**config.mk**
```make
export PLATFORM = sky130hd
export DESIGN_NAME = t1_loopback_monitor_control
export DESIGN_NICKNAME = d
export VERILOG_FILES = /design/src/design/loop_ctl_pkg.sv /design/src/design/chan_monitor.sv /design/src/design/rise_pulse.sv /design/src/design/t1_loopback_monitor_control.sv
export VERILOG_INCLUDE_DIRS = /design/src /design/src/design
export SDC_FILE = /design/constraint.sdc
export NUM_CORES = 1
export LEC_CHECK = 0
export ABC_AREA = 1
export CAP_MARGIN = 0
export CORE_ASPECT_RATIO = 0.7
export CORE_MARGIN = 4
export CORE_UTILIZATION = 65
export CTS_CLUSTER_DIAMETER = 100
export DETAILED_ROUTE_END_ITERATION = 12
export DONT_BUFFER_PORTS = 1
export PLACE_DENSITY_LB_ADDON = 0.08
export SKIP_LAST_GASP = 1
export SLEW_MARGIN = 40
export SYNTH_ARGS = -nofsm -noshare
export SYNTH_HDL_FRONTEND = slang
export SYNTH_SLANG_ARGS = --single-unit
```
**constraint.sdc**
```tcl
create_clock -name core_clk_in -period 4.2 [get_ports core_clk_in]
set_input_delay 0 -clock core_clk_in [delete_from_list [all_inputs] [get_ports core_clk_in]]
set_output_delay 0 -clock core_clk_in [all_outputs]
set_load 0.02 [all_outputs]
```
**src/design/loop_ctl_consts.svh**
```systemverilog
// register offsets, field positions and reset values for the loopback and monitor control bank
`ifndef LOOP_CTL_CONSTS_SVH
`define LOOP_CTL_CONSTS_SVH
`define LINE_RESET_REMOTE_LOOP_CONTROL_IDX 5'h0a
`define TX_CRC_LOOP_MONITOR_CONTROL_IDX 5'h19
`define RX_CRC_MONITOR_CONTROL_IDX 5'h1e
`define ELASTIC_STORE_CONTROL_IDX 5'h1f
`define TX_CHANNEL_MONITOR_IDX 5'h1c
`define RX_CHANNEL_MONITOR_IDX 5'h1d
`define LOOP_STATUS_IDX 5'h1b
`define ADDR_W 7
`define CTRL_RESET 8'h00
`define TX_CRC_BIT 7
`define LOCAL_LOOP_BIT 6
`define LINE_ALARM_BIT 5
`define RX_CRC_BIT 7
`define LINE_RESET_BIT 7
`define REMOTE_LOOP_BIT 6
`define ES_RESET_BIT 6
`define TX_CTRL_MASK 8'hff
`define RX_CTRL_MASK 8'h9f
`define LINE_CTRL_MASK 8'hc0
`define ES_CTRL_MASK 8'h40
`define RESET_PULSE_CYCLES 4'h4
`endif

```
**src/design/loop_ctl_pkg.sv**
```systemverilog
// types shared by the loopback and monitor control bank
package loop_ctl_pkg;
   typedef struct packed {
      logic pos;
      logic neg;
   } line_pair_type;
   typedef struct packed {
      logic read;
      logic write;
      logic [6:0] address;
      logic [31:0] writedata;
   } avmm_req_type;
endpackage : loop_ctl_pkg

```
**src/design/chan_monitor.sv**
```systemverilog
// captures one selected channel's byte out of a 24-channel frame stream
module chan_monitor
#(
   parameter int SEL_W = 5
)
(
   input wire logic core_clk_in,
   input wire logic rst_in,
   input wire logic [SEL_W-1:0] sel_in,
   input wire logic [SEL_W-1:0] chan_in,
   input wire logic [7:0] data_in,
   input wire logic valid_in,
   output logic [7:0] mon_out
);
   always_ff @(posedge core_clk_in or posedge rst_in)
   begin
      if (rst_in)
         mon_out <= 8'h00;
      else if (valid_in && (chan_in == sel_in))
         mon_out <= data_in;
   end
endmodule : chan_monitor

```
**src/design/rise_pulse.sv**
```systemverilog
// stretched pulse started by a zero-to-one change of a control bit
`include "loop_ctl_consts.svh"
module rise_pulse
(
   input wire logic core_clk_in,
   input wire logic rst_in,
   input wire logic level_in,
   output logic pulse_out
);
   logic prev_q;
   logic [3:0] cnt_q;

   always_ff @(posedge core_clk_in or posedge rst_in)
   begin
      if (rst_in)
         prev_q <= 1'b0;
      else
         prev_q <= level_in;
   end

   // only a fresh rise restarts; holding the bit high does nothing more
   always_ff @(posedge core_clk_in or posedge rst_in)
   begin
      if (rst_in)
         cnt_q <= 4'h0;
      else if (level_in && !prev_q)
         cnt_q <= `RESET_PULSE_CYCLES;
      else if (cnt_q != 4'h0)
         cnt_q <= cnt_q - 4'h1;
   end

   always_ff @(posedge core_clk_in or posedge rst_in)
   begin
      if (rst_in)
         pulse_out <= 1'b0;
      else
         pulse_out <= (level_in && !prev_q) || (cnt_q > 4'h1);
   end
endmodule : rise_pulse

```
**src/design/t1_loopback_monitor_control.sv**
```systemverilog
// loopback, channel monitor, crc variant and line reset control bank with avalon slave
//
// Summary of operation
// [RULE1] local loop bit one enters local loopback, zero leaves it
// [RULE2] in local loopback transmit output continues unless line alarm forcing overrides
// [RULE3] local loopback replaces receive line data with the transmitted data
// [RULE4] locally looped data passes through the jitter attenuator path
// [RULE5] system must not tie recovered clock to transmit clock in local loopback
// [RULE6] software should put jitter attenuator on transmit side in local loopback
// [RULE7] five-bit transmit monitor field picks channel copied to transmit monitor register
// [RULE8] remote loop bit one enters remote loopback, zero leaves it
// [RULE9] remote loopback sends received line pair straight back out on transmit pair
// [RULE10] receive framer keeps processing incoming data during remote loopback
// [RULE11] remote loopback ignores transmit formatter output on transmit line outputs
// [RULE12] host must write all registers after power-up, test registers to zero
// [RULE13] host toggles elastic store reset zero to one once system clocks settle
// [RULE14] host writes zero to every unassigned control bit
// [RULE15] elastic store reset rise forces stores to known depth; re-arm needs clear
// [RULE16] transmit and receive bits select standard or japanese crc6 per direction
// [RULE17] five-bit receive monitor field picks channel copied to receive monitor register
// [RULE18] line reset rise resets clock recovery and jitter attenuator; re-arm needs clear
`include "loop_ctl_consts.svh"
module t1_loopback_monitor_control
(
   input wire logic core_clk_in,
   input wire logic rst_in,
   // avalon-mm slave
   input wire logic [6:0] avs_address_in,
   input wire logic avs_read_in,
   input wire logic avs_write_in,
   input wire logic [31:0] avs_writedata_in,
   output logic [31:0] avs_readdata_out,
   output logic avs_waitrequest_out,
   // line side
   input wire loop_ctl_pkg::line_pair_type rx_line_in,
   input wire loop_ctl_pkg::line_pair_type tx_formatter_in,
   input wire loop_ctl_pkg::line_pair_type jitter_att_in,
   output loop_ctl_pkg::line_pair_type tx_line_out,
   output loop_ctl_pkg::line_pair_type framer_rx_out,
   output loop_ctl_pkg::line_pair_type jitter_att_out,
   // channel streams for monitors
   input wire logic [4:0] tx_chan_in,
   input wire logic [7:0] tx_chan_data_in,
   input wire logic tx_chan_valid_in,
   input wire logic [4:0] rx_chan_in,
   input wire logic [7:0] rx_chan_data_in,
   input wire logic rx_chan_valid_in,
   // controls to the datapath
   output logic tx_crc_variant_select_out,
   output logic rx_crc_variant_select_out,
   output logic local_loop_enable_out,
   output logic remote_loop_enable_out,
   output logic line_iface_reset_out,
   output logic elastic_store_reset_out
);
   import loop_ctl_pkg::*;

   // ****************************************
   // registers
   // ****************************************
   logic [7:0] tx_ctrl_q;
   logic [7:0] rx_ctrl_q;
   logic [7:0] line_ctrl_q;
   logic [7:0] es_ctrl_q;
   logic [7:0] tx_channel_monitor_reg;
   logic [7:0] rx_channel_monitor_reg;
   logic line_reset_pulse;
   logic es_reset_pulse;
   logic in_answer;
   logic [4:0] word_idx;
   logic addr_ok;
   logic wr_take;
   logic rd_take;
   logic [31:0] read_word_d;

   // ****************************************
   // bus handshake
   // ****************************************
   // two states give the one fixed wait state; a request is never answered in its first cycle
   typedef enum logic [1:0]
   {
      BUS_IDLE = 2'b01,
      BUS_ANSWER = 2'b10
   } bus_state_type;
   bus_state_type bus_state_q;
   bus_state_type bus_state_d;

   // byte address must be word aligned; index = byte address / 4
   assign word_idx = avs_address_in[6:2];
   assign addr_ok = (avs_address_in[1:0] == 2'b00);
   assign in_answer = (bus_state_q == BUS_ANSWER);
   // reads are decoded when first seen so data stands with the answer; writes land with it
   assign wr_take = avs_write_in && in_answer;
   assign rd_take = avs_read_in && !in_answer;

   always_comb
   begin
      bus_state_d = bus_state_q;
      case (bus_state_q)
         BUS_IDLE:
         begin
            if (avs_read_in || avs_write_in)
               bus_state_d = BUS_ANSWER;
         end
         BUS_ANSWER:
         begin
            bus_state_d = BUS_IDLE;
         end
         default:
         begin
            bus_state_d = BUS_IDLE;
         end
      endcase
   end

   always_ff @(posedge core_clk_in or posedge rst_in)
   begin
      if (rst_in)
         bus_state_q <= BUS_IDLE;
      else
         bus_state_q <= bus_state_d;
   end

   // waitrequest falls exactly when the answer state is entered
   always_ff @(posedge core_clk_in or posedge rst_in)
   begin
      if (rst_in)
         avs_waitrequest_out <= 1'b1;
      else
         avs_waitrequest_out <= (bus_state_d != BUS_ANSWER);
   end

   // ****************************************
   // control registers
   // ****************************************
   // unassigned bits are stored as zero whatever the host writes
   always_ff @(posedge core_clk_in or posedge rst_in)
   begin
      if (rst_in)
         tx_ctrl_q <= `CTRL_RESET;
      else if (wr_take && addr_ok && (word_idx == `TX_CRC_LOOP_MONITOR_CONTROL_IDX))
         tx_ctrl_q <= avs_writedata_in[7:0] & `TX_CTRL_MASK; // see [RULE1]
   end

   always_ff @(posedge core_clk_in or posedge rst_in)
   begin
      if (rst_in)
         rx_ctrl_q <= `CTRL_RESET;
      else if (wr_take && addr_ok && (word_idx == `RX_CRC_MONITOR_CONTROL_IDX))
         rx_ctrl_q <= avs_writedata_in[7:0] & `RX_CTRL_MASK; // see [RULE16]
   end

   always_ff @(posedge core_clk_in or posedge rst_in)
   begin
      if (rst_in)
         line_ctrl_q <= `CTRL_RESET;
      else if (wr_take && addr_ok && (word_idx == `LINE_RESET_REMOTE_LOOP_CONTROL_IDX))
         line_ctrl_q <= avs_writedata_in[7:0] & `LINE_CTRL_MASK; // see [RULE8]
   end

   always_ff @(posedge core_clk_in or posedge rst_in)
   begin
      if (rst_in)
         es_ctrl_q <= `CTRL_RESET;
      else if (wr_take && addr_ok && (word_idx == `ELASTIC_STORE_CONTROL_IDX))
         es_ctrl_q <= avs_writedata_in[7:0] & `ES_CTRL_MASK; // see [RULE15]
   end

   // ****************************************
   // read path
   // ****************************************
   always_comb
   begin
      read_word_d = 32'h0000_0000;
      if (!addr_ok)
         read_word_d = 32'h0000_0000;
      else if (word_idx == `TX_CRC_LOOP_MONITOR_CONTROL_IDX)
         read_word_d = {24'h000000, tx_ctrl_q};
      else if (word_idx == `RX_CRC_MONITOR_CONTROL_IDX)
         read_word_d = {24'h000000, rx_ctrl_q};
      else if (word_idx == `LINE_RESET_REMOTE_LOOP_CONTROL_IDX)
         read_word_d = {24'h000000, line_ctrl_q};
      else if (word_idx == `ELASTIC_STORE_CONTROL_IDX)
         read_word_d = {24'h000000, es_ctrl_q};
      else if (word_idx == `TX_CHANNEL_MONITOR_IDX)
         read_word_d = {24'h000000, tx_channel_monitor_reg};
      else if (word_idx == `RX_CHANNEL_MONITOR_IDX)
         read_word_d = {24'h000000, rx_channel_monitor_reg};
      else if (word_idx == `LOOP_STATUS_IDX)
         read_word_d = {28'h0000000, es_reset_pulse, line_reset_pulse,
                        line_ctrl_q[`REMOTE_LOOP_BIT], tx_ctrl_q[`LOCAL_LOOP_BIT]};
      else
         read_word_d = 32'h0000_0000;
   end

   // read data is registered in the same cycle waitrequest falls
   always_ff @(posedge core_clk_in or posedge rst_in)
   begin
      if (rst_in)
         avs_readdata_out <= 32'h0000_0000;
      else if (rd_take)
         avs_readdata_out <= read_word_d;
   end

   // ****************************************
   // channel monitors
   // ****************************************
   chan_monitor #(.SEL_W(5)) tx_mon
   (
      .core_clk_in(core_clk_in),
      .rst_in(rst_in),
      .sel_in(tx_ctrl_q[4:0]), // see [RULE7]
      .chan_in(tx_chan_in),
      .data_in(tx_chan_data_in),
      .valid_in(tx_chan_valid_in),
      .mon_out(tx_channel_monitor_reg)
   );

   chan_monitor #(.SEL_W(5)) rx_mon
   (
      .core_clk_in(core_clk_in),
      .rst_in(rst_in),
      .sel_in(rx_ctrl_q[4:0]), // see [RULE17]
      .chan_in(rx_chan_in),
      .data_in(rx_chan_data_in),
      .valid_in(rx_chan_valid_in),
      .mon_out(rx_channel_monitor_reg)
   );

   // ****************************************
   // edge-triggered internal resets
   // ****************************************
   rise_pulse line_rst
   (
      .core_clk_in(core_clk_in),
      .rst_in(rst_in),
      .level_in(line_ctrl_q[`LINE_RESET_BIT]), // see [RULE18]
      .pulse_out(line_reset_pulse)
   );

   rise_pulse es_rst
   (
      .core_clk_in(core_clk_in),
      .rst_in(rst_in),
      .level_in(es_ctrl_q[`ES_RESET_BIT]), // see [RULE15]
      .pulse_out(es_reset_pulse)
   );

   always_ff @(posedge core_clk_in or posedge rst_in)
   begin
      if (rst_in)
         line_iface_reset_out <= 1'b0;
      else
         line_iface_reset_out <= line_reset_pulse; // see [RULE18]
   end

   always_ff @(posedge core_clk_in or posedge rst_in)
   begin
      if (rst_in)
         elastic_store_reset_out <= 1'b0;
      else
         elastic_store_reset_out <= es_reset_pulse; // see [RULE15]
   end

   // ****************************************
   // mode outputs
   // ****************************************
   // decoded control bits; the two loop bits feed the mode outputs, all three feed the steering below
   logic local_loop_sel;
   logic remote_loop_sel;
   logic alarm_force_sel;
   assign local_loop_sel = tx_ctrl_q[`LOCAL_LOOP_BIT];
   assign remote_loop_sel = line_ctrl_q[`REMOTE_LOOP_BIT];
   assign alarm_force_sel = tx_ctrl_q[`LINE_ALARM_BIT];

   always_ff @(posedge core_clk_in or posedge rst_in)
   begin
      if (rst_in)
         tx_crc_variant_select_out <= 1'b0;
      else
         tx_crc_variant_select_out <= tx_ctrl_q[`TX_CRC_BIT]; // see [RULE16]
   end

   always_ff @(posedge core_clk_in or posedge rst_in)
   begin
      if (rst_in)
         rx_crc_variant_select_out <= 1'b0;
      else
         rx_crc_variant_select_out <= rx_ctrl_q[`RX_CRC_BIT]; // see [RULE16]
   end

   always_ff @(posedge core_clk_in or posedge rst_in)
   begin
      if (rst_in)
         local_loop_enable_out <= 1'b0;
      else
         local_loop_enable_out <= local_loop_sel; // see [RULE1]
   end

   always_ff @(posedge core_clk_in or posedge rst_in)
   begin
      if (rst_in)
         remote_loop_enable_out <= 1'b0;
      else
         remote_loop_enable_out <= remote_loop_sel; // see [RULE8]
   end

   // ****************************************
   // line data steering
   // ****************************************
   // remote loop wins over alarm forcing and over local loop on the transmit pair
   // limitation: nothing here stops the recovered clock feeding the transmit clock
   // in local loop; the board must keep those two apart
   // transmit pair: remote loop echoes the receive pair, alarm force holds pos at one and neg at zero
   always_ff @(posedge core_clk_in or posedge rst_in)
   begin
      if (rst_in)
         tx_line_out <= '0;
      else if (remote_loop_sel)
         tx_line_out <= rx_line_in; // see [RULE9] see [RULE11]
      else if (alarm_force_sel)
         tx_line_out <= '{pos: 1'b1, neg: 1'b0};
      else
         tx_line_out <= tx_formatter_in; // see [RULE2]
   end

   // attenuator input: the transmitted pair in local loop, otherwise the line
   always_ff @(posedge core_clk_in or posedge rst_in)
   begin
      if (rst_in)
         jitter_att_out <= '0;
      else if (local_loop_sel)
         jitter_att_out <= tx_formatter_in; // see [RULE3] see [RULE4]
      else
         jitter_att_out <= rx_line_in;
   end

   // framer sees the attenuator output in local loop, the line input otherwise
   always_ff @(posedge core_clk_in or posedge rst_in)
   begin
      if (rst_in)
         framer_rx_out <= '0;
      else if (local_loop_sel)
         framer_rx_out <= jitter_att_in; // see [RULE4]
      else
         framer_rx_out <= rx_line_in; // see [RULE10]
   end
endmodule : t1_loopback_monitor_control

```
==> impl_metrics.ini, run 1 <==
[run_status]
run_status = completed

[floorplan]
fp-row-count = 21
design.die.area_um2 = 6410
core_um2 = 4890
fp.dieW_um = 94.0
floorplan.initialDensity_pct = 68.8
top_level_ports = 122
floorplan.die.height_um = 68.2

[sta]
setup-tns-final_ps = 0
worst_tran_pin_value_ps = 534
final_max_slew_viol_count = 0
timing.final.crit_share_pct = 52.5
post_layout_minimum_cycle_time_ps = 2210
rsz_0062_raised_after_global_routing = false
skew_ps = 9.99
maxSlewHeadroom_pct = 64.3
hold_violations = 0
timing.fmax_ghz = 0.453
finalSetupViolCount = 0

[routing]
drt_iter0_drc = 173
drt_drc_violations_left = 0
route.detailed.wl_per_inst_um = 15.4
antenna_violating_nets_post_route = 0
route.vias.total = 2646
firstDrtPassIters = 4
drt-vias-per-instance = 5.13
totalWireLength_um = 7930

[grt]
maximum_number_of_pins_on_one_net_before_global_route_repair = 44
global_route.usage.met1_pct = 34.8
groute.usage.overall_pct = 26.8
grt_use_met3_pct = 11.1
grt.busiest_layer = met2
first_pass_grt_wire_length_um = 12600
use_met2_pct = 41.8
grt.overflow.total = 0
grt_pass1_vias = 2566
antenna_found_initial = 0

[layout]
insertedDiodeCount = 0
layout-area-overhead-vs-synth_pct = 18.6
post-route-util_pct = 81.6
n_fill_cell = 299
finish.net_count = 525
proportion_of_layout_cells_with_a_drive_suffix_above_1_pct = 8.95
stdcell_area_um2 = 3990

[synth]
mappedNetlistArea_um2 = 3360
synth.lib_cells_used.distinct = 33
synth.most_common_cell = nand2_1
synth_largest_area_cell = dfrtp_1
async_flop_share_pct = 100
synth_area_per_cell_um2 = 8.49
yosysSeqAreaShare_pct = 50.7
synth_seq_cells = 68
synth-main-ff-cell = dfrtp_1
yosys_warnings = 0
synth.top_cells.by_count = nand2_1 (105), dfrtp_1 (66), inv_1 (57)
synthTopCellsByArea = dfrtp_1 (49%), nand2_1 (12%), inv_1 (6.4%), buf_4 (5.4%), o21ai_0 (4.8%)
synth_edf_count = 0
synthDominantCellAreaShare_pct = 49.1
syn_inst = 396

[worst_hold_path]
timing.hold.worst.class = in -> reg
worst_hold_path.num_cells = 4
hold_end = line_ctrl_q[6]$_DFFE_PP0P_
hp-start = avs_address_in[3]

[placement]
post_dp_cell_area_um2 = 3320
port_buffers = 0
place.detailed.hpwl_um = 5220
gp_congestion = 0.873

[cts]
clkLatencyLatePin_ps = 360
cts_tree = yes
cts.clk_slew.worst_paths_ps = 80
cts_hold_buffers = 41
clock_path_buffers = 2
htreeDepth = 3
cts_root_buf = clkbuf_8
cts-buffers-inserted = 9
cts_num_sinks = 68
post_cts_buffers = 0
cts_resized = 0

[setup_path]
setup.worst_path.start_class = flop
reg2reg_depth = 9
rr_startpoint = bus_state_q[0]$_DFF_PP1_
crit_path_max_fanout = 3
r2r_end = es_ctrl_q[6]$_DFFE_PP0P_
path_class = reg -> reg
regToRegSetupSlack_ps = 1990
crit_required_ps = 4440
worst-endpoint-arrival_ps = 2450
crit_path_end_kind = flop

[pwr]
power-per-cell-area_nw_per_um2 = 485
max-vdd-ir-drop_uv = 405
total_leakage_power_uw = 0.00209

[job]
drv_cap = 0
==> through the flow <==
step | worst slack (ps) | instances | total power (uW) | hold slack, ps
6_report | 1990 | 516 | 1940 | 53.8
5_1_grt | 1880 | 516 | 2040 | 85.2
4_1_cts | 2060 | 516 | 1930 | 35.3
3_5_place_dp | 2700 | 459 | 1190 | -46.9
3_3_place_gp | 2720 | 459 | 1170 | -43.4
2_1_floorplan | 2490 | 419 | 1130 | 63.0
==> cell type report <==
cell class	instances	area (um2)	area share, %
Clock buffer	10	128	3.20
Clock inverter	6	136	3.42
Inverter	58	218	5.46
Multi-Input combinational cell	263	1300	32.6
Sequential cell	68	1700	42.7
Tap cell	69	86.3	2.16
Timing Repair Buffer	42	418	10.5
==> state kept, by name (all words and copies together) (netlist names), 2 cells and up <==
| register | count |
|---|---|
| tx_line_out | 2 |
| line_ctrl_q | 2 |
| line_rst.cnt_q | 4 |
| rx_mon.mon_out | 8 |
| tx_mon.mon_out | 8 |
| bus_state_q | 2 |
| rx_ctrl_q | 6 |
| jitter_att_out | 2 |
| avs_readdata_out | 8 |
| es_rst.cnt_q | 4 |
| tx_ctrl_q | 8 |
| framer_rx_out | 2 |
==> worst max path at each step <==
stage                                       to                     start  slack, ps  cells after the start
4_1_cts               es_ctrl_q[6]$_DFFE_PP0P_  bus_state_q[0]$_DFF_PP1_       2060                      9
6_report              es_ctrl_q[6]$_DFFE_PP0P_  bus_state_q[0]$_DFF_PP1_       1990                      9
5_1_grt               es_ctrl_q[6]$_DFFE_PP0P_  bus_state_q[0]$_DFF_PP1_       1880                      9
3_3_place_gp     tx_mon.mon_out[0]$_DFFE_PP0P_  tx_ctrl_q[3]$_DFFE_PP0P_       2720                      6
2_1_floorplan  avs_readdata_out[0]$_DFFE_PP0P_                    rst_in       2490                      1
3_5_place_dp     tx_mon.mon_out[0]$_DFFE_PP0P_  tx_ctrl_q[3]$_DFFE_PP0P_       2700                      6
==> routing by layer <==
layer / share of wire, % / up-vias
met5: 0 / -
met4: 1.1 / 0
met3: 9.9 / 8
met2: 45 / 111
met1: 44 / 1252
li1: - / 1275
==> cell usage in the layout, fill, tap and decap left out <==
cell type and count:
nand2_1 105, dfrtp_1 66, inv_1 56, dlygate4sd3_1 41, o21ai_0 32, nor2_1 26, conb_1 24, nand3_1 14
o21ai_1 12, o21ai_2 11, clkbuf_8 9, ha_1 6, nor3_1 5, xnor2_1 4, xor2_1 4, o21bai_1 4
bufinv_16 4, o22ai_1 3, nor2_2 2, inv_2 2, dfstp_2 2, nand2_2 1, nand2_4 1, nor3_2 1
nor2_4 1, nand3_2 1, nand4_2 1, a21oi_2 1, a22o_1 1, a22oi_1 1, and3_1 1, o211ai_1 1
clkinvlp_4 1, clkinv_4 1, clkbuf_1 1, buf_4 1
==> power by group <==
| part | switching (uW) | total (uW) | internal [uW] |
|---|---|---|---|
| sequential | 95.2 | 868 | 773 |
| combinational | 211 | 356 | 145 |
| clock | 257 | 712 | 455 |
| total | 563 | 1940 | 1370 |
==> worst max-delay path: stages (launching register included) <==
cell and delay [ps]:
dfstp_2 520, inv_1 40, nand2_1 90, nor2_1 50, nand2_1 90, nor2_1 60
nand2_1 50, dlygate4sd3_1 530, o21ai_0 80, dlygate4sd3_1 570
==> logic make-up (layout without fill, tap and decap cells) <==
kind of cell             count (synthesis)  after routing  synth area share (%)
AND/OR/NAND/NOR                        159            159                  19.8
buffers and inverters                   88            116                  13.2
flip-flops                              68             68                  50.7
AO/OA/AOI/OAI                           66             66                  11.8
XOR/XNOR                                 8              8                  2.08
adder cells (fa/ha/maj)                  6              6                  2.23
other                                    1             24                 0.112
Note: power is estimated with default switching activity, not from simulation.
==> run 2, diff against run 1 <==
--- a/config.mk
+++ b/config.mk
@@ -10,7 +10,7 @@
 export CAP_MARGIN = 0
 export CORE_ASPECT_RATIO = 0.7
 export CORE_MARGIN = 4
-export CORE_UTILIZATION = 65
+export CORE_UTILIZATION = 57
 export CTS_CLUSTER_DIAMETER = 100
 export DETAILED_ROUTE_END_ITERATION = 12
 export DONT_BUFFER_PORTS = 1
==> constraint.sdc (replaced) <==
create_clock -name core_clk_in -period 1.81 [get_ports core_clk_in]
set_input_delay 0 -clock core_clk_in [delete_from_list [all_inputs] [get_ports core_clk_in]]
set_output_delay 0 -clock core_clk_in [all_outputs]
set_load 0.02 [all_outputs]
==> impl_metrics.ini, run 2 (synthesis gave the netlist of run 1 again) <==
[run_status]
run_status = completed

[layout]
layout-area-overhead-vs-synth_pct = 16.1
most-common-layout-cells = nand2_1 (105), dfrtp_1 (66), inv_1 (56)
insertedDiodeCount = 0
seqCellArea_um2 = 1700
finish.net_count = 524
post-route-util_pct = 68.2
multi_input_comb_area_um2 = 1300
proportion_of_layout_cells_with_a_drive_suffix_above_1_pct = 8.74
layout_commonest_cell = nand2_1
n_fill_cell = 485

[pwr]
max-vdd-ir-drop_uv = 563
power.internal_uw = 2700
p_switching_uw = 1210
power_uw = 3910
seq_power_share_pct = 51.4
power-per-cell-area_nw_per_um2 = 1000
p_sw_share_pct = 31.0
clock_share_of_power_pct = 28.0
total_leakage_power_uw = 0.00206
combinationalPowerShare_pct = 20.6

[setup_path]
crit_path_end_kind = flop
critical_path.most_common_cell = nand2_1
path_class = reg -> reg
setup.worst_path.start_class = flop
crit_required_ps = 2060
worst-endpoint-arrival_ps = 1760
crit_path_max_incr_delay_ps = 520
worstPathCellList = inv_1 -> nand2_1 -> nor2_1 -> nand2_1 -> inv_1 -> nand2_1 -> nand2_1 -> o21ai_1
crit_path_max_fanout = 12
timing.critical_path.slowest_stage_cell = dfstp_2
critPathTopFamily = simple AND/OR/NAND/NOR gates
timing.critical_path.buf_inv = 2

[grt]
groute.usage.overall_pct = 21.5
use_met2_pct = 30.6
grt.overflow.total = 0
maximum_number_of_pins_on_one_net_before_global_route_repair = 69
grt_use_met3_pct = 7.68
global_route.usage.met1_pct = 31.0
first_pass_grt_wire_length_um = 11800
grt.busiest_layer = met1
grt_pass1_vias = 2389
antenna_found_initial = 0

[cts]
cts_resized = 0
cts.clk_slew.worst_paths_ps = 70
cts_num_sinks = 68
post_cts_buffers = 0
clkLatencyLatePin_ps = 330
clock_path_buffers = 2
cts_root_buf = clkbuf_8
cts-buffers-inserted = 9
htreeDepth = 3
cts_hold_buffers = 39
cts_tree = yes

[placement]
gp_congestion = 0.795
port_buffers = 0
place.detailed.hpwl_um = 5200

[routing]
drt-vias-per-instance = 4.89
firstDrtPassIters = 4
route.vias.total = 2550
totalWireLength_um = 7330
drt_iter0_drc = 91
drt_drc_violations_left = 0
antenna_violating_nets_post_route = 0
route.detailed.wl_per_inst_um = 14.1

[worst_hold_path]
timing.hold.worst.class = in -> reg

[floorplan]
floorplan.die.height_um = 72.3
design.die.area_um2 = 7210
fp.dieW_um = 99.8
top_level_ports = 122
floorplan.initialDensity_pct = 58.7
fp-row-count = 23
core_um2 = 5730

[sta]
finalSetupViolCount = 0
post_layout_minimum_cycle_time_ps = 1500
final.hold.worst_slack_ps = 36.5
skew_ps = 4.70
rsz_0062_raised_after_global_routing = false
timing.final.crit_share_pct = 83.1
hold_violations = 0
final_max_slew_viol_count = 0
timing.fmax_ghz = 0.665
setup-tns-final_ps = 0

[job]
drv_cap = 0
-- run 2: cell types whose count changed in the layout (fill, tap and decap cells not counted), sizes merged --
cell,previous run,this run
bufinv,4,0
buf,1,2
dlygate4sd3,41,39
clkinv,1,2
clkbuf,10,14
clkinvlp,1,0
-- run 2: per-layer routing --
metal,share of wire (%),wire length [um]
met5,0,0
met4,0.97,71
met3,9.7,712
met2,44,3200
met1,46,3350
-- run 2: through the flow --
stage / area (um2) / std cells / setup WS (ps)
6_report: 3910 / 521 / 306
5_1_grt: 3910 / 521 / 161
4_1_cts: 3910 / 521 / 328
3_5_place_dp: 3340 / 466 / 355
3_3_place_gp: 3340 / 466 / 379
2_1_floorplan: 3450 / 419 / 102
-- run 2: worst paths after layout --
check | endpoint | cells after the start | start | slack (ps)
min reg2reg | es_rst.prev_q$_DFF_PP0_ | 0 | es_ctrl_q[6]$_DFFE_PP0P_ | 380
max in group asynchronous | bus_state_q[0]$_DFF_PP1_ | 3 | rst_in | 1310
min | line_ctrl_q[6]$_DFFE_PP0P_ | 4 | avs_address_in[5] | 40
min in group asynchronous | es_rst.pulse_out$_DFF_PP0_ | 3 | rst_in | 180
max reg2reg | rx_ctrl_q[3]$_DFFE_PP0P_ | 8 | bus_state_q[0]$_DFF_PP1_ | 310
max | rx_ctrl_q[3]$_DFFE_PP0P_ | 8 | bus_state_q[0]$_DFF_PP1_ | 310
-- run 2: tightest hold or removal path: cells and delay by family --
| family | cells | cell delay (ps) |
|---|---|---|
| AO/OA/AOI/OAI | 1 | 80 |
| AND/OR/NAND/NOR | 3 | 230 |
-- run 2: final cells by class --
class / instances / area share [%]
flip-flops and latches: 68 / 43.6
multi-input cells: 263 / 33.3
repair buffers: 41 / 10.7
inverters: 58 / 5.57
clock buffers: 14 / 4.16
well taps: 75 / 2.40
clock inverters: 2 / 0.256
-- run 2: power groups by stage --
stage / Sequential, uW / Clock (uW) / Combinational [uW]
3_5_place_dp: 2040 / 0 / 727
3_3_place_gp: 2030 / 0 / 696
2_1_floorplan: 1980 / 0 / 645
4_1_cts: 2010 / 1120 / 814
6_report: 2010 / 1090 / 807
5_1_grt: 2040 / 1200 / 936
==> run 3, diff against run 2 <==
--- a/config.mk
+++ b/config.mk
@@ -10,7 +10,7 @@
 export CAP_MARGIN = 0
 export CORE_ASPECT_RATIO = 0.7
 export CORE_MARGIN = 4
-export CORE_UTILIZATION = 57
+export CORE_UTILIZATION = 63
 export CTS_CLUSTER_DIAMETER = 100
 export DETAILED_ROUTE_END_ITERATION = 12
 export DONT_BUFFER_PORTS = 1
==> constraint.sdc (replaced) <==
create_clock -name core_clk_in -period 1.4 [get_ports core_clk_in]
set_input_delay 0 -clock core_clk_in [delete_from_list [all_inputs] [get_ports core_clk_in]]
set_output_delay 0 -clock core_clk_in [all_outputs]
set_load 0.02 [all_outputs]
==> impl_metrics.ini, run 3 (synthesis gave the netlist of run 1 again) <==
[run_status]
run_status = completed

[placement]
port_buffers = 0
gp_congestion = 0.903
post_dp_cell_area_um2 = 3370
place.detailed.hpwl_um = 5230

[layout]
proportion_of_layout_cells_with_a_drive_suffix_above_1_pct = 9.44
layout_commonest_cell = nand2_1
insertedDiodeCount = 0
n_fill_cell = 327
finish.net_count = 523
most-common-layout-cells = nand2_1 (105), dfrtp_1 (66), inv_1 (55)
post-route-util_pct = 78.5
layout-area-overhead-vs-synth_pct = 15.9
stdcell_area_um2 = 3900

[floorplan]
floorplan.initialDensity_pct = 67.7
fp.dieW_um = 95.3
design.die.area_um2 = 6590
top_level_ports = 122
core_um2 = 4970
fp-row-count = 21
floorplan.die.height_um = 69.1

[cts]
cts_root_buf = clkbuf_8
clkLatencyLatePin_ps = 340
cts-buffers-inserted = 9
clock_path_buffers = 2
cts_tree = yes
cts.clk_slew.worst_paths_ps = 70
htreeDepth = 3
cts_num_sinks = 68

[grt]
maximum_number_of_pins_on_one_net_before_global_route_repair = 69
grt.overflow.total = 0
antenna_found_initial = 0
grt_pass1_vias = 2475
first_pass_grt_wire_length_um = 11900
groute.usage.overall_pct = 23.7

[pwr]
power-per-cell-area_nw_per_um2 = 1290
max-vdd-ir-drop_uv = 759
total_leakage_power_uw = 0.00205

[sta]
post_layout_minimum_cycle_time_ps = 1350
timing.final.crit_share_pct = 96.3
final.hold.worst_slack_ps = 20.4
hold_violations = 0
skew_ps = 6.34
final_max_slew_viol_count = 0
rsz_0062_raised_after_global_routing = true
timing.fmax_ghz = 0.742
finalSetupViolCount = 0
setup-tns-final_ps = 0

[routing]
wl_met1_um = 3420
firstDrtPassIters = 4
route.detailed.wl_per_inst_um = 14.5
totalWireLength_um = 7480
route.vias.total = 2550
route.met3.wl_um = 627
antenna_violating_nets_post_route = 0
topRoutingLayerUsed = met4
drt_drc_violations_left = 0
met2RoutedLength_um = 3370
drt_iter0_drc = 255
drt-vias-per-instance = 4.96

[worst_hold_path]
timing.hold.worst.class = in -> reg

[setup_path]
crit_path_end_kind = flop
worst-endpoint-arrival_ps = 1620
crit_path_max_fanout = 12
path_class = reg -> reg
setup.worst_path.start_class = flop
crit_required_ps = 1670

[job]
drv_cap = 0
-- run 3: metal layers --
layer / vias to the layer above / GRT usage (%)
met2: 85 / 35.0
met1: 1179 / 33.7
met3: 7 / 9.02
li1: 1279 / -
met4: 0 / 4.48
met5: - / 0
-- run 3: cell type report --
cell class	instances	area, um2	area share (%)
flip-flops and latches	68	1700	43.7
multi-input cells	263	1310	33.6
repair buffers	40	415	10.7
inverters	58	221	5.68
clock buffers	14	153	3.92
well taps	69	86.3	2.21
clock inverters	2	10.0	0.257
-- run 3: metrics by stage --
stage | power (uW) | worst slack, ps | std cells
floorplan | 3390 | 117 | 419
global placement | 3530 | 88.5 | 462
finish | 5020 | 51.7 | 514
global route | 5330 | -52.0 | 514
detailed placement | 3590 | 34.5 | 462
CTS | 5040 | 16.7 | 514
-- run 3: worst paths after layout --
| check | startpoint | endpoint | slack, ps | cells past startpoint |
|---|---|---|---|---|
| hold / removal | avs_address_in[5] | line_ctrl_q[6]$_DFFE_PP0P_ | 20 | 4 |
| setup reg to reg | bus_state_q[0]$_DFF_PP1_ | rx_ctrl_q[4]$_DFFE_PP0P_ | 50 | 9 |
| max in group asynchronous | rst_in | bus_state_q[0]$_DFF_PP1_ | 840 | 3 |
| min in group asynchronous | rst_in | tx_mon.mon_out[4]$_DFFE_PP0P_ | 240 | 3 |
| hold reg to reg | es_ctrl_q[6]$_DFFE_PP0P_ | es_rst.prev_q$_DFF_PP0_ | 370 | 0 |
| setup / recovery | bus_state_q[0]$_DFF_PP1_ | rx_ctrl_q[4]$_DFFE_PP0P_ | 50 | 9 |
-- run 3: critical path, stage by stage, from the launching register on --
cell and delay [ps]:
dfstp_2 520, inv_1 40, nand2_1 100, nor2_1 60
nand2_1 100, inv_2 70, nand2_1 120, buf_12 140
nand2_1 50, o21ai_1 70
-- run 3: what timing repair did --
action | 4_1_cts | 5_1_grt
setup endpoints to repair | 0 | 27
buffers inserted | 0 | 0
hold endpoints to repair | 111 | 0
resized for setup | 0 | 3
hold buffers | 36 | 0
-- run 3: where the power goes --
part	switching, uW	total, uW	internal [uW]
Clock	690	1380	688
Combinational	621	1050	425
Sequential	280	2600	2320
